===== src/core/pmr_pkg.sv =====
// Constants of the position range mapping block
package pmr_pkg;
    // ------------------------------------------------------------
    // Parameter indices
    // ------------------------------------------------------------
    localparam logic [7:0] IDX_ACT_SET = 8'h44;
    localparam logic [7:0] IDX_OFFSET = 8'h77;
    localparam logic [7:0] IDX_MAP_END = 8'h78;
    localparam logic [7:0] IDX_LIM_HI = 8'h79;
    localparam logic [7:0] IDX_LIM_LO = 8'h7a;
    localparam logic [7:0] IDX_TARGET = 8'h3c;
    localparam logic [7:0] IDX_PHYS = 8'h3d;

    // ------------------------------------------------------------
    // Geometry and scaling
    // ------------------------------------------------------------
    localparam int STEPS_PER_ROT = 400;
    localparam int SCALE_NUM_DFLT = 400;
    localparam int SCALE_DEN_DFLT = 400;
    localparam int MEAS_ROT = 4032;
    localparam int MARGIN_ROT = 3;
    localparam int USE_ROT = MEAS_ROT - 2 * MARGIN_ROT;
    localparam int MARGIN_STEPS = MARGIN_ROT * STEPS_PER_ROT;
    localparam int SPAN_STEPS = (USE_ROT + MARGIN_ROT) * STEPS_PER_ROT;
    localparam int MAP_END_DFLT_STEPS = (MEAS_ROT / 2) * STEPS_PER_ROT;
    localparam logic signed [31:0] OFFSET_DFLT = 32'sh0;
    localparam logic signed [31:0] POS_DFLT = 32'sh0;

    // Scaled step count, rounded to nearest
    function automatic logic signed [31:0] scale_round(input int steps,
            input int num, input int den);
        longint p;
        p = (longint'(steps) * den + num / 2) / num;
        return p[31:0];
    endfunction
endpackage


===== src/core/pmr_pos_counter.sv =====
// Absolute position counter fed by measuring-system step pulses
`timescale 1ns/10ps
module pmr_pos_counter
    import pmr_pkg::*;
(
    input wire logic i_ref_clk,
    input wire logic i_srst,
    input wire logic i_enc_step,
    input wire logic i_enc_dir,
    output logic signed [31:0] o_pos
);
    logic [1:0] step_sync_q;
    logic [1:0] dir_sync_q;
    logic step_prev_q;
    logic step_edge;

    // ------------------------------------------------------------
    // Pin synchronisers
    // ------------------------------------------------------------
    always_ff @(posedge i_ref_clk) begin
        if (i_srst) begin
            step_sync_q <= 2'h0;
            dir_sync_q <= 2'h0;
            step_prev_q <= 1'b0;
        end else begin
            step_sync_q <= {step_sync_q[0], i_enc_step};
            dir_sync_q <= {dir_sync_q[0], i_enc_dir};
            step_prev_q <= step_sync_q[1];
        end
    end

    assign step_edge = step_sync_q[1] & ~step_prev_q;

    // ------------------------------------------------------------
    // Counter
    // ------------------------------------------------------------
    // No motor supply input here: the count never stops for power loss
    always_ff @(posedge i_ref_clk) begin
        if (i_srst) begin
            o_pos <= POS_DFLT;
        end else if (step_edge) begin
            o_pos <= dir_sync_q[1] ? o_pos - 32'sd1 : o_pos + 32'sd1;
        end
    end
endmodule


===== src/core/pmr_range_map.sv =====
// Position range mapping: offset, mapping end, limits, target check
//
// Notes on behaviour
// - Offset added to every transferred position except the physical one
// - Writing offset parameter sets offset directly
// - Actual-value write: offset = value minus physical
// - Derived offset applies at once, reads back
// - Offset change recomputes all reported positions
// - Position count ignores motor supply loss
// - Three-rotation margin at both range ends
// - Targets inside margins refused with error
// - Factory default mapping end 806400, limits -805200..805200
// - New mapping end recomputes both limits
// - Mapping end 1611600 gives limits 0..1610400
// - Default scaling 400/400, 0.9 degree steps
// - 4032 rotations measured, 4026 usable
// - Limits 4029 and 3 rotations below end
// - Accept end only if actual stays inside
// - End bounded by actual plus scaled constants
// - Changing end places limits 4029 and 3 rotations below the new end
`timescale 1ns/10ps
module pmr_range_map
    import pmr_pkg::*;
#(
    parameter int SCALE_NUM = SCALE_NUM_DFLT,
    parameter int SCALE_DEN = SCALE_DEN_DFLT
)(
    input wire logic i_ref_clk,
    input wire logic i_srst,
    input wire logic i_par_wr,
    input wire logic i_par_rd,
    input wire logic [7:0] i_par_index,
    input wire logic [31:0] i_par_wdata,
    input wire logic i_enc_step,
    input wire logic i_enc_dir,
    input wire logic i_move_req,
    output logic o_par_ack,
    output logic o_par_err,
    output logic [31:0] o_par_rdata,
    output logic signed [31:0] o_actual_pos,
    output logic signed [31:0] o_target_pos,
    output logic signed [31:0] o_map_end,
    output logic signed [31:0] o_lim_lo,
    output logic signed [31:0] o_lim_hi,
    output logic o_move_start,
    output logic o_target_err
);
    // Margin and span in user steps, rounded to nearest
    localparam logic signed [31:0] MARGIN_S =
        scale_round(MARGIN_STEPS, SCALE_NUM, SCALE_DEN);
    localparam logic signed [31:0] SPAN_S =
        scale_round(SPAN_STEPS, SCALE_NUM, SCALE_DEN);
    localparam logic signed [31:0] MAP_END_DFLT =
        scale_round(MAP_END_DFLT_STEPS, SCALE_NUM, SCALE_DEN);

    logic signed [31:0] phys_pos;
    logic signed [31:0] offset_q;
    logic signed [31:0] end_raw_q;
    logic signed [31:0] lo_raw_q;
    logic signed [31:0] hi_raw_q;
    logic signed [31:0] tgt_raw_q;
    logic signed [31:0] wr_raw;
    logic signed [31:0] new_lo;
    logic signed [31:0] new_hi;
    logic wr_end;
    logic end_ok;
    logic lim_ok;
    logic wr_hit;
    logic rd_hit;

    // ------------------------------------------------------------
    // Physical position
    // ------------------------------------------------------------
    pmr_pos_counter u_counter (
        .i_ref_clk(i_ref_clk),
        .i_srst(i_srst),
        .i_enc_step(i_enc_step),
        .i_enc_dir(i_enc_dir),
        .o_pos(phys_pos)
    );

    // ------------------------------------------------------------
    // Decode and range checks
    // ------------------------------------------------------------
    function automatic logic idx_known(input logic [7:0] idx);
        return idx == IDX_ACT_SET || idx == IDX_OFFSET ||
            idx == IDX_MAP_END || idx == IDX_LIM_HI ||
            idx == IDX_LIM_LO || idx == IDX_TARGET || idx == IDX_PHYS;
    endfunction

    // Internal values are kept offset-free so an offset change
    // moves every reported value at once without rewriting them
    assign wr_raw = $signed(i_par_wdata) - offset_q;
    assign new_lo = wr_raw - SPAN_S;
    assign new_hi = wr_raw - MARGIN_S;
    // One step of slack absorbs rounding of the scaled constants
    assign end_ok = (phys_pos >= new_lo - 32'sd1) &&
        (phys_pos <= new_hi + 32'sd1);
    assign lim_ok = (wr_raw >= end_raw_q - SPAN_S) &&
        (wr_raw <= end_raw_q - MARGIN_S);
    assign wr_end = i_par_wr && i_par_index == IDX_MAP_END && end_ok;
    assign wr_hit = i_par_wr && idx_known(i_par_index) &&
        i_par_index != IDX_PHYS &&
        (i_par_index != IDX_MAP_END || end_ok) &&
        ((i_par_index != IDX_LIM_HI && i_par_index != IDX_LIM_LO) ||
        lim_ok);
    assign rd_hit = i_par_rd && idx_known(i_par_index);

    // ------------------------------------------------------------
    // Offset
    // ------------------------------------------------------------
    always_ff @(posedge i_ref_clk) begin
        if (i_srst) begin
            offset_q <= OFFSET_DFLT;
        end else if (i_par_wr && i_par_index == IDX_OFFSET) begin
            offset_q <= $signed(i_par_wdata);
        end else if (i_par_wr && i_par_index == IDX_ACT_SET) begin
            offset_q <= $signed(i_par_wdata) - phys_pos;
        end
    end

    // ------------------------------------------------------------
    // Mapping end and limits
    // ------------------------------------------------------------
    always_ff @(posedge i_ref_clk) begin
        if (i_srst) begin
            end_raw_q <= MAP_END_DFLT;
            lo_raw_q <= MAP_END_DFLT - SPAN_S;
            hi_raw_q <= MAP_END_DFLT - MARGIN_S;
        end else if (wr_end) begin
            end_raw_q <= wr_raw;
            lo_raw_q <= new_lo;
            hi_raw_q <= new_hi;
        end else if (wr_hit && i_par_index == IDX_LIM_HI) begin
            hi_raw_q <= wr_raw;
        end else if (wr_hit && i_par_index == IDX_LIM_LO) begin
            lo_raw_q <= wr_raw;
        end
    end

    // ------------------------------------------------------------
    // Target and move start
    // ------------------------------------------------------------
    always_ff @(posedge i_ref_clk) begin
        if (i_srst) begin
            tgt_raw_q <= POS_DFLT;
        end else if (i_par_wr && i_par_index == IDX_TARGET) begin
            tgt_raw_q <= wr_raw;
        end
    end

    always_ff @(posedge i_ref_clk) begin
        if (i_srst) begin
            o_move_start <= 1'b0;
            o_target_err <= 1'b0;
        end else begin
            o_move_start <= i_move_req && tgt_raw_q >= lo_raw_q &&
                tgt_raw_q <= hi_raw_q;
            o_target_err <= i_move_req && (tgt_raw_q < lo_raw_q ||
                tgt_raw_q > hi_raw_q);
        end
    end

    // ------------------------------------------------------------
    // Reported values
    // ------------------------------------------------------------
    always_ff @(posedge i_ref_clk) begin
        if (i_srst) begin
            o_actual_pos <= POS_DFLT;
            o_target_pos <= POS_DFLT;
            o_map_end <= MAP_END_DFLT;
            o_lim_lo <= MAP_END_DFLT - SPAN_S;
            o_lim_hi <= MAP_END_DFLT - MARGIN_S;
        end else begin
            o_actual_pos <= phys_pos + offset_q;
            o_target_pos <= tgt_raw_q + offset_q;
            o_map_end <= end_raw_q + offset_q;
            o_lim_lo <= lo_raw_q + offset_q;
            o_lim_hi <= hi_raw_q + offset_q;
        end
    end

    // ------------------------------------------------------------
    // Parameter access answer
    // ------------------------------------------------------------
    always_ff @(posedge i_ref_clk) begin
        if (i_srst) begin
            o_par_ack <= 1'b0;
            o_par_err <= 1'b0;
            o_par_rdata <= 32'h0;
        end else begin
            o_par_ack <= i_par_wr | i_par_rd;
            o_par_err <= (i_par_wr && !wr_hit) || (i_par_rd && !rd_hit);
            if (i_par_rd) begin
                case (i_par_index)
                    IDX_OFFSET: o_par_rdata <= offset_q;
                    IDX_ACT_SET: o_par_rdata <= phys_pos + offset_q;
                    IDX_MAP_END: o_par_rdata <= end_raw_q + offset_q;
                    IDX_LIM_HI: o_par_rdata <= hi_raw_q + offset_q;
                    IDX_LIM_LO: o_par_rdata <= lo_raw_q + offset_q;
                    IDX_TARGET: o_par_rdata <= tgt_raw_q + offset_q;
                    IDX_PHYS: o_par_rdata <= phys_pos;
                    default: o_par_rdata <= 32'h0;
                endcase
            end
        end
    end

    // ------------------------------------------------------------
    // Checks
    // ------------------------------------------------------------
    chk_offset_direct: assert property (@(posedge i_ref_clk)
        disable iff (i_srst) i_par_wr && i_par_index == IDX_OFFSET
        |=> offset_q == $past(i_par_wdata))
        else $error("offset write not adopted");
    chk_offset_derived: assert property (@(posedge i_ref_clk)
        disable iff (i_srst) i_par_wr && i_par_index == IDX_ACT_SET
        |=> offset_q == $past(i_par_wdata) - $past(phys_pos))
        else $error("derived offset wrong");
    chk_actual_offset: assert property (@(posedge i_ref_clk)
        disable iff (i_srst) ##1 1'b1 |->
        o_actual_pos == $past(phys_pos) + $past(offset_q))
        else $error("actual position lacks offset");
    chk_offset_readback: assert property (@(posedge i_ref_clk)
        disable iff (i_srst) i_par_rd && i_par_index == IDX_OFFSET
        |=> o_par_rdata == $past(offset_q))
        else $error("offset readback wrong");
    chk_end_recompute: assert property (@(posedge i_ref_clk)
        disable iff (i_srst) $changed(offset_q) |=>
        o_map_end == $past(end_raw_q) + $past(offset_q))
        else $error("mapping end not recomputed");
    chk_limit_span: assert property (@(posedge i_ref_clk)
        disable iff (i_srst) wr_end |=> hi_raw_q == end_raw_q - 32'sd1200
        && lo_raw_q == end_raw_q - 32'sd1611600)
        else $error("limits not placed from end");
    chk_end_bounds: assert property (@(posedge i_ref_clk)
        disable iff (i_srst) i_par_wr && i_par_index == IDX_MAP_END &&
        (wr_raw < phys_pos + MARGIN_S - 32'sd1 ||
        wr_raw > phys_pos + SPAN_S + 32'sd1)
        |=> $stable(end_raw_q) && o_par_err)
        else $error("out-of-range end accepted");
    chk_target_refuse: assert property (@(posedge i_ref_clk)
        disable iff (i_srst) i_move_req && tgt_raw_q > hi_raw_q
        |=> o_target_err && !o_move_start)
        else $error("target in margin not refused");
    chk_default_state: assert property (@(posedge i_ref_clk)
        $fell(i_srst) |-> end_raw_q == 32'sd806400 &&
        lo_raw_q == -32'sd805200 && hi_raw_q == 32'sd805200)
        else $error("factory defaults wrong");

    cov_offset_write: cover property (@(posedge i_ref_clk)
        i_par_wr && i_par_index == IDX_OFFSET);
    cov_actual_write: cover property (@(posedge i_ref_clk)
        i_par_wr && i_par_index == IDX_ACT_SET);
    cov_end_accept: cover property (@(posedge i_ref_clk) wr_end);
    cov_target_err: cover property (@(posedge i_ref_clk) o_target_err);
endmodule


===== config.mk =====
export PLATFORM = sky130hd
export DESIGN_NAME = pmr_range_map
export DESIGN_NICKNAME = d
export VERILOG_FILES = /design/src/core/pmr_pkg.sv /design/src/core/pmr_pos_counter.sv /design/src/core/pmr_range_map.sv
export SDC_FILE = /design/constraint.sdc
export NUM_CORES = 2
export LEC_CHECK = 0
export BUFFER_PORTS_ARGS = -buffer_cell sky130_fd_sc_hd__buf_2
export CORE_MARGIN = 2
export CORE_UTILIZATION = 49
export DETAILED_ROUTE_END_ITERATION = 10
export GPL_TIMING_DRIVEN = 1
export PLACE_DENSITY = 0.67
export SYNTH_ARGS = -nofsm -noshare
export SYNTH_HDL_FRONTEND = slang
export SYNTH_SLANG_ARGS = --single-unit

===== constraint.sdc =====
create_clock -name i_ref_clk -period 19.45 [get_ports i_ref_clk]
set_input_delay 2.9175 -clock i_ref_clk [delete_from_list [all_inputs] [get_ports i_ref_clk]]
set_output_delay 2.9175 -clock i_ref_clk [all_outputs]
set_load 0.05 [all_outputs]

# Yosys cells after proc, flatten, opt, wreduce, memory -nomap -nowiden
# Index checks and enable logic that the tools add are counted.
dict set report totals {
  register_bits 393
  latch_bits 0
  ramBits 0
  romBits 0
  wordCells 102
  mem_count 0
}
dict set report op_classes {
  addsub 15
  n_mul 0
  div_mod_pow 0
  magnitude_cmp 8
  eq_ne 12
  shift 0
  muxes 9
  n_bitwise 3
  reduce_logical 36
}
# cell n
set op_table {}
lappend op_table {{2-to-1 mux 32 bit} 8}
lappend op_table {{case mux 32 bit (7 select lines)} 1}
lappend op_table {{adder 32 bit} 5}
lappend op_table {{>= comparator 32 bit} 3}
lappend op_table {{less-or-equal comparator 32 bit} 3}
lappend op_table {{adder 32 x 2 -> 32 bit (second input constant)} 2}
lappend op_table {{subtractor 32 x 12 -> 32 bit (second input constant)} 2}
lappend op_table {{subtractor 32 x 2 -> 32 bit (second input constant)} 2}
lappend op_table {{subtractor 32 x 22 -> 32 bit (second input constant)} 2}
lappend op_table {{subtractor 32 bit} 2}
lappend op_table {{== test 8 x 7 -> 1 bit (second input constant)} 5}
lappend op_table {{greater-than comparator 32 bit} 1}
lappend op_table {{less-than comparator 32 bit} 1}
lappend op_table {{!= test 8 x 7 -> 1 bit (second input constant)} 3}
lappend op_table {{logical AND 1 bit} 20}
lappend op_table {{== test 8 x 6 -> 1 bit (second input constant)} 2}
lappend op_table {{logical OR 1 bit} 10}
lappend op_table {{!= test 8 x 6 -> 1 bit (second input constant)} 1}
lappend op_table {{nonzero test 2 bit} 3}
lappend op_table {{zero test 1 bit} 2}
lappend op_table {{!= test 2 bit (second input constant)} 1}
lappend op_table {{AND reduction 2 bit} 1}
lappend op_table {{AND 1 bit} 1}
lappend op_table {{inverter 1 bit} 1}
lappend op_table {{OR 1 bit} 1}

# Logic depth before layout (Yosys ltp)
dict set report logic_depth {
  depth_word 15
  mapped_depth 36
  mapped_depth_nobuf 33
}

# Cells and area by module
# Synthesis repeated with hierarchy kept, for this count alone.
dict set report unflattened {
  hier_cells 4503
  area_unflattened_um2 34972.3
}
# mod instances cells_per_inst area_per_inst_um2 seq_area_each_um2
set by_module_without_submodules {}
lappend by_module_without_submodules {pmr_range_map 1 4108 31965.7 7126.8}
lappend by_module_without_submodules {pmr_pos_counter 1 395 3006.6 740.7}

# Worst setup path after synthesis
# Ideal clock, no wire load.
dict set report synth_timing {
  path_type {in2reg}
  start {input i_par_wdata[0]}
  end {register end_raw_q[28]}
  setup_time_ns 0.070
  t_arrival_ns 9.604
  required_time_ns 19.380
  slack_ns 9.776
  stages 35
  path_cell_list {inv_1 -> ha_1 -> fa_1 -> nor2b_1 -> o21a_1 -> xnor2_2 -> inv_2 -> ha_1 -> clkbuf_1 -> a21oi_1 -> o211ai_1 -> a2111oi_4 -> and2_1 -> buf_4 -> nand2_1 -> xnor2_2 -> nand4b_2 -> nor4_2 -> xnor2_1 -> ha_1 -> a21o_1 -> a21o_1 -> a21o_1 -> a21o_1 -> a21o_1 -> a21oi_1 -> nand2_1 -> mux2_2 -> a22oi_1 -> and3_1 -> clkbuf_1 -> clkbuf_1 -> buf_1 -> nand2_1 -> a21oi_1}
}
dict set report synth_between {
  elab_chain_cells 6
  elab_cells_between_ends 9
  cone_classes {add/sub (5); order compare (2); reduce/logical (2)}
}
# element line_no
set synth_lines {}
lappend synth_lines {{start: declaration} pmr_range_map.sv:33} ;# input wire logic [31:0] i_par_wdata,
lappend synth_lines {{subtractor 32 bit *} pmr_range_map.sv:93} ;# assign wr_raw = $signed(i_par_wdata) - offset_q;
lappend synth_lines {{net wr_raw[4]} pmr_range_map.sv:62} ;# logic signed [31:0] wr_raw;
lappend synth_lines {{subtractor 32 x 22 -> 32 bit or subtractor 32 x 12 -> 32 bit (tied branches)} {pmr_range_map.sv:94, pmr_range_map.sv:95}}
lappend synth_lines {{subtractor 32 x 2 -> 32 bit or adder 32 x 2 -> 32 bit (tied branches)} {pmr_range_map.sv:97, pmr_range_map.sv:98}}
lappend synth_lines {{>= comparator 32 bit or less-or-equal comparator 32 bit (tied branches)} {pmr_range_map.sv:97, pmr_range_map.sv:98}}
lappend synth_lines {{logical AND 1 bit *} pmr_range_map.sv:97} ;# assign end_ok = (phys_pos >= new_lo - 32'sd1) &&
lappend synth_lines {{logical AND 1 bit *} pmr_range_map.sv:101} ;# assign wr_end = i_par_wr && i_par_index == IDX_MAP_END && end_ok;
lappend synth_lines {{end signal: assignment} pmr_range_map.sv:131} ;# end_raw_q <= wr_raw;
lappend synth_lines {{end: declaration} pmr_range_map.sv:58} ;# logic signed [31:0] end_raw_q;
# Mark *: on every way through the listed nets, which the timed path passes. The rest lies on a longest branch.
# A chain may end at the register's enable or synchronous reset.

# Worst setup path after layout
dict set report layout_timing {
  start {input i_par_wdata[4]}
  end {register hi_raw_q[10]}
}
dict set report layout_between {
  elab_chain_cells 10
  elab_cells_between_ends 20
  cone_classes {add/sub (5); order compare (4); mux (2); reduce/logical (9)}
}
# element line_no
set layout_lines {}
lappend layout_lines {{subtractor 32 bit *} pmr_range_map.sv:93}
lappend layout_lines {{net wr_raw[5]} pmr_range_map.sv:62}
lappend layout_lines {{subtractor 32 x 22 -> 32 bit or subtractor 32 x 12 -> 32 bit (tied branches)} {pmr_range_map.sv:94, pmr_range_map.sv:95}}
lappend layout_lines {{subtractor 32 x 2 -> 32 bit or adder 32 x 2 -> 32 bit (tied branches)} {pmr_range_map.sv:97, pmr_range_map.sv:98}}
lappend layout_lines {{>= comparator 32 bit or less-or-equal comparator 32 bit (tied branches)} {pmr_range_map.sv:97, pmr_range_map.sv:98}}
lappend layout_lines {{logical AND 1 bit} pmr_range_map.sv:97}
lappend layout_lines {{logical OR 1 bit} pmr_range_map.sv:104} ;# (i_par_index != IDX_MAP_END || end_ok) &&
lappend layout_lines {{logical AND 1 bit} pmr_range_map.sv:103} ;# i_par_index != IDX_PHYS &&
lappend layout_lines {{logical AND 1 bit} pmr_range_map.sv:104}
lappend layout_lines {{logical AND 1 bit} pmr_range_map.sv:134} ;# end else if (wr_hit && i_par_index == IDX_LIM_HI) begin
lappend layout_lines {{nonzero test 2 bit (no source line)} -}
lappend layout_lines {{end signal: assignment} pmr_range_map.sv:129} ;# hi_raw_q <= MAP_END_DFLT - MARGIN_S;
lappend layout_lines {{end signal: assignment} pmr_range_map.sv:133} ;# hi_raw_q <= new_hi;
lappend layout_lines {{end signal: assignment} pmr_range_map.sv:135} ;# hi_raw_q <= wr_raw;
lappend layout_lines {{end: declaration} pmr_range_map.sv:60} ;# logic signed [31:0] hi_raw_q;
# Mark *: on every way through the listed nets, which the timed path passes. The rest lies on a longest branch. The select of a mux whose other input is x is not followed.

==> reports/metrics.yaml <==
post_cts_buffers: 0
clkTransAtPathRegs_ps: 70
hp-start: "o_par_rdata[18]"
layout_commonest_cell: "ha_1"
synth_area_sq_mm: 0.0351
ir_worst_vdd_uv: 58.7
initial_core_util: 0.493
whs_ps: 458
timing.final.hold_violations: 0
avgSynthCellArea_sq_um: 7.76
grt_max_degree: 76
vias: 35011
fin_tns_setup_ps: 0
mostFrequentLayoutCells: "ha_1 (431), nand2_1 (425), nor2_1 (409), dfxtp_1 (393), a21oi_1 (390)"
hold_path_depth: 2
synth-main-ff-cell: "dfxtp_1"
cp-end-kind: "register"
power_density_mw_per_mm2: 55.5
start_kind: "input port"
ctsHtreeMaxLevel: 2
p_leak_uw: 0.0173
antennaDiodeCount: 0
synth-edff-count: 0
wl_per_cell_um: 23.0
slowest_delay_ps: 700
dieWidth_um: 272
drt-vias-per-instance: 6.21
fmaxAchievable_mhz: 80.3
yosysUniqueCellTypes: 123
numPortBuffers: 242
syn_inst: 4521
comb_power_share: 0.196
area_delta_synth_final_pct: 9.91
worstHoldEndpoint: "o_par_rdata[18]"
gp_congestion: 1.00
status: "finished, final reports clean"
pin_count: 243
path_max_fanout: 64
clkPwrFrac: 0.420
hold_buffers: 0
post_cts_resized: 0
cts.root.buffer_cell: "clkbuf_16"
dieArea_sq_mm: 0.0737
hp-class: "register to register"
core_sq_mm: 0.0711
finClkSkew_ps: 22.5
timing.final.max_slew_violations: 0
clockBufferDepth: 3
crit_slowest_cell: "o21ai_1"
crit_arrival_ps: 12890
p_sw_uw: 657
min_period_ps: 12450
path_class: "input port to register"
dp_hpwl_mm: 103
final_util: 0.542
power.internal_uw: 1480
rr_endpoint: "hi_raw_q[10]"
ant_nets: 0
ys_seq_elements: 393
clock_latency_ps: 600
route.detailed.drc: 0
synthArstFlopShare: 0
layout-drive-gt1-share: 0.107
grt_pass1_wl_mm: 196
required_ps: 19890
netSwitchingFraction: 0.307
rsz0062_at_grt: "false"
numCtsBuffers: 43
r2r_slack_ps: 8620
worst_pin_slew_ps: 1140
ys_seq_area_frac: 0.224
die_y_um: 272
reg2reg_depth: 31
period_share: 0.640
cts_sinks: 393
r2r_start: "offset_q[1]"
rows: 98
seqPwrFrac: 0.384
synth_nets: 5007
relSlewSlack: 0.237
setup_viol: 0
grt_pass1_vias: 32599
dr.first_iter.drc_count: 4103
grt_overflow: 0
wirelength_mm: 130
cts_tree: "built"
antenna_found_initial: 3
grt_usage: 0.341
firstDrtPassIters: 6
max-cap-violations: 0
yosys_warnings: 0
nets: 5142
[metrics by stage]
step           area, sq um  power, uW  setup slack [ps]  std cells
6_report             38500       2140              7000       5638
5_1_grt              38500       2210              6430       5638
4_1_cts              38500       2140              7210       5638
3_5_place_dp         37000       1250              6630       5561
3_3_place_gp         37000       1240              6850       5561
2_1_floorplan        35100       1140              9780       4521
[synth_stat cells, drive strengths merged (11+ instances only)]
cell type | count | area, sq um
a211o | 19 | 166
a211oi | 53 | 420
a21o | 177 | 1330
a21oi | 391 | 1960
a221oi | 34 | 315
a22oi | 31 | 238
a311oi | 16 | 140
a31o | 11 | 96.3
a31oi | 40 | 250
and2 | 37 | 231
and3 | 34 | 214
buf | 42 | 258
clkbuf | 158 | 593
dfxtp | 393 | 7870
ha | 431 | 5390
inv | 228 | 861
mux2i | 26 | 260
nand2 | 429 | 1630
nand2b | 57 | 357
nand3 | 116 | 598
nand3b | 11 | 82.6
nand4 | 69 | 432
nor2 | 412 | 1560
nor2b | 67 | 419
nor3 | 106 | 541
nor3b | 11 | 103
nor4 | 29 | 215
o211ai | 34 | 255
o21a | 57 | 428
o21ai | 260 | 1340
o21bai | 35 | 263
o221ai | 22 | 193
o22ai | 26 | 163
o31a | 16 | 140
o31ai | 18 | 140
or2 | 49 | 309
or3 | 37 | 236
xnor2 | 233 | 2060
xor2 | 127 | 1110
[cell families after synthesis]
group	count (synthesis)	share of synthesized area
AO/OA/AOI/OAI	1367	0.260
XOR/XNOR	363	0.0925
adder cells (fa/ha/maj)	443	0.160
buffers and inverters	429	0.0489
flip-flops	393	0.224
multiplexers	30	0.00871
AND/OR/NAND/NOR	1496	0.207
[layout make-up]
cell class	instances	area, sq um
well taps	950	1190
fillers	6846	32600
inverters	229	866
repair buffers	290	1580
multi-input cells	3699	25500
clock inverters	22	294
clock buffers	55	1220
flip-flops and latches	393	7870
[per-layer routing]
layer	GRT usage	vias to the layer above	share of wire
li1	-	16623	-
met1	0.476	16491	0.43
met2	0.512	1676	0.41
met3	0.0776	217	0.11
met4	0.119	4	0.038
met5	0	-	0.00021
[flip-flops by register name, indices dropped and copies added, names as in the netlist]
signal and cells:
hi_raw_q 32, o_map_end 32, u_counter.step_sync_q 2, tgt_raw_q 32, u_counter.step_prev_q 1, o_par_ack 1, o_target_pos 32, o_actual_pos 32
u_counter.o_pos 32, o_lim_lo 32, o_par_err 1, offset_q 32, u_counter.dir_sync_q 2, o_par_rdata 32, o_lim_hi 32, o_target_err 1
o_move_start 1, end_raw_q 32, lo_raw_q 32
[power groups by stage]
stage	logic (uW)	clock network (uW)	registers (uW)
2_1_floorplan	289	0	850
3_3_place_gp	406	0	839
3_5_place_dp	408	0	839
4_1_cts	411	907	821
5_1_grt	456	936	822
6_report	420	898	822
[critical path: cells and delay by family]
family / cells / cell delay, ps
AND/OR/NAND/NOR: 10 / 3740
XOR/XNOR: 3 / 530
AO/OA/AOI/OAI: 10 / 3700
adder cells (fa/ha/maj): 3 / 970
buffers and inverters: 4 / 950
[how the worst max path moves through the flow]
stage / start / end / slack [ps] / depth (start not counted)
after global routing: i_par_wdata[4] / hi_raw_q[10] / 6430 / 30
after global placement: i_par_wdata[4] / hi_raw_q[10] / 6850 / 30
after detailed placement: i_par_wdata[4] / hi_raw_q[10] / 6630 / 30
final: i_par_wdata[4] / hi_raw_q[10] / 7000 / 30
after floorplan: i_par_wdata[0] / end_raw_q[28] / 9780 / 35
after CTS: i_par_wdata[4] / hi_raw_q[10] / 7210 / 30
Note: power is estimated with default switching activity, not from simulation.
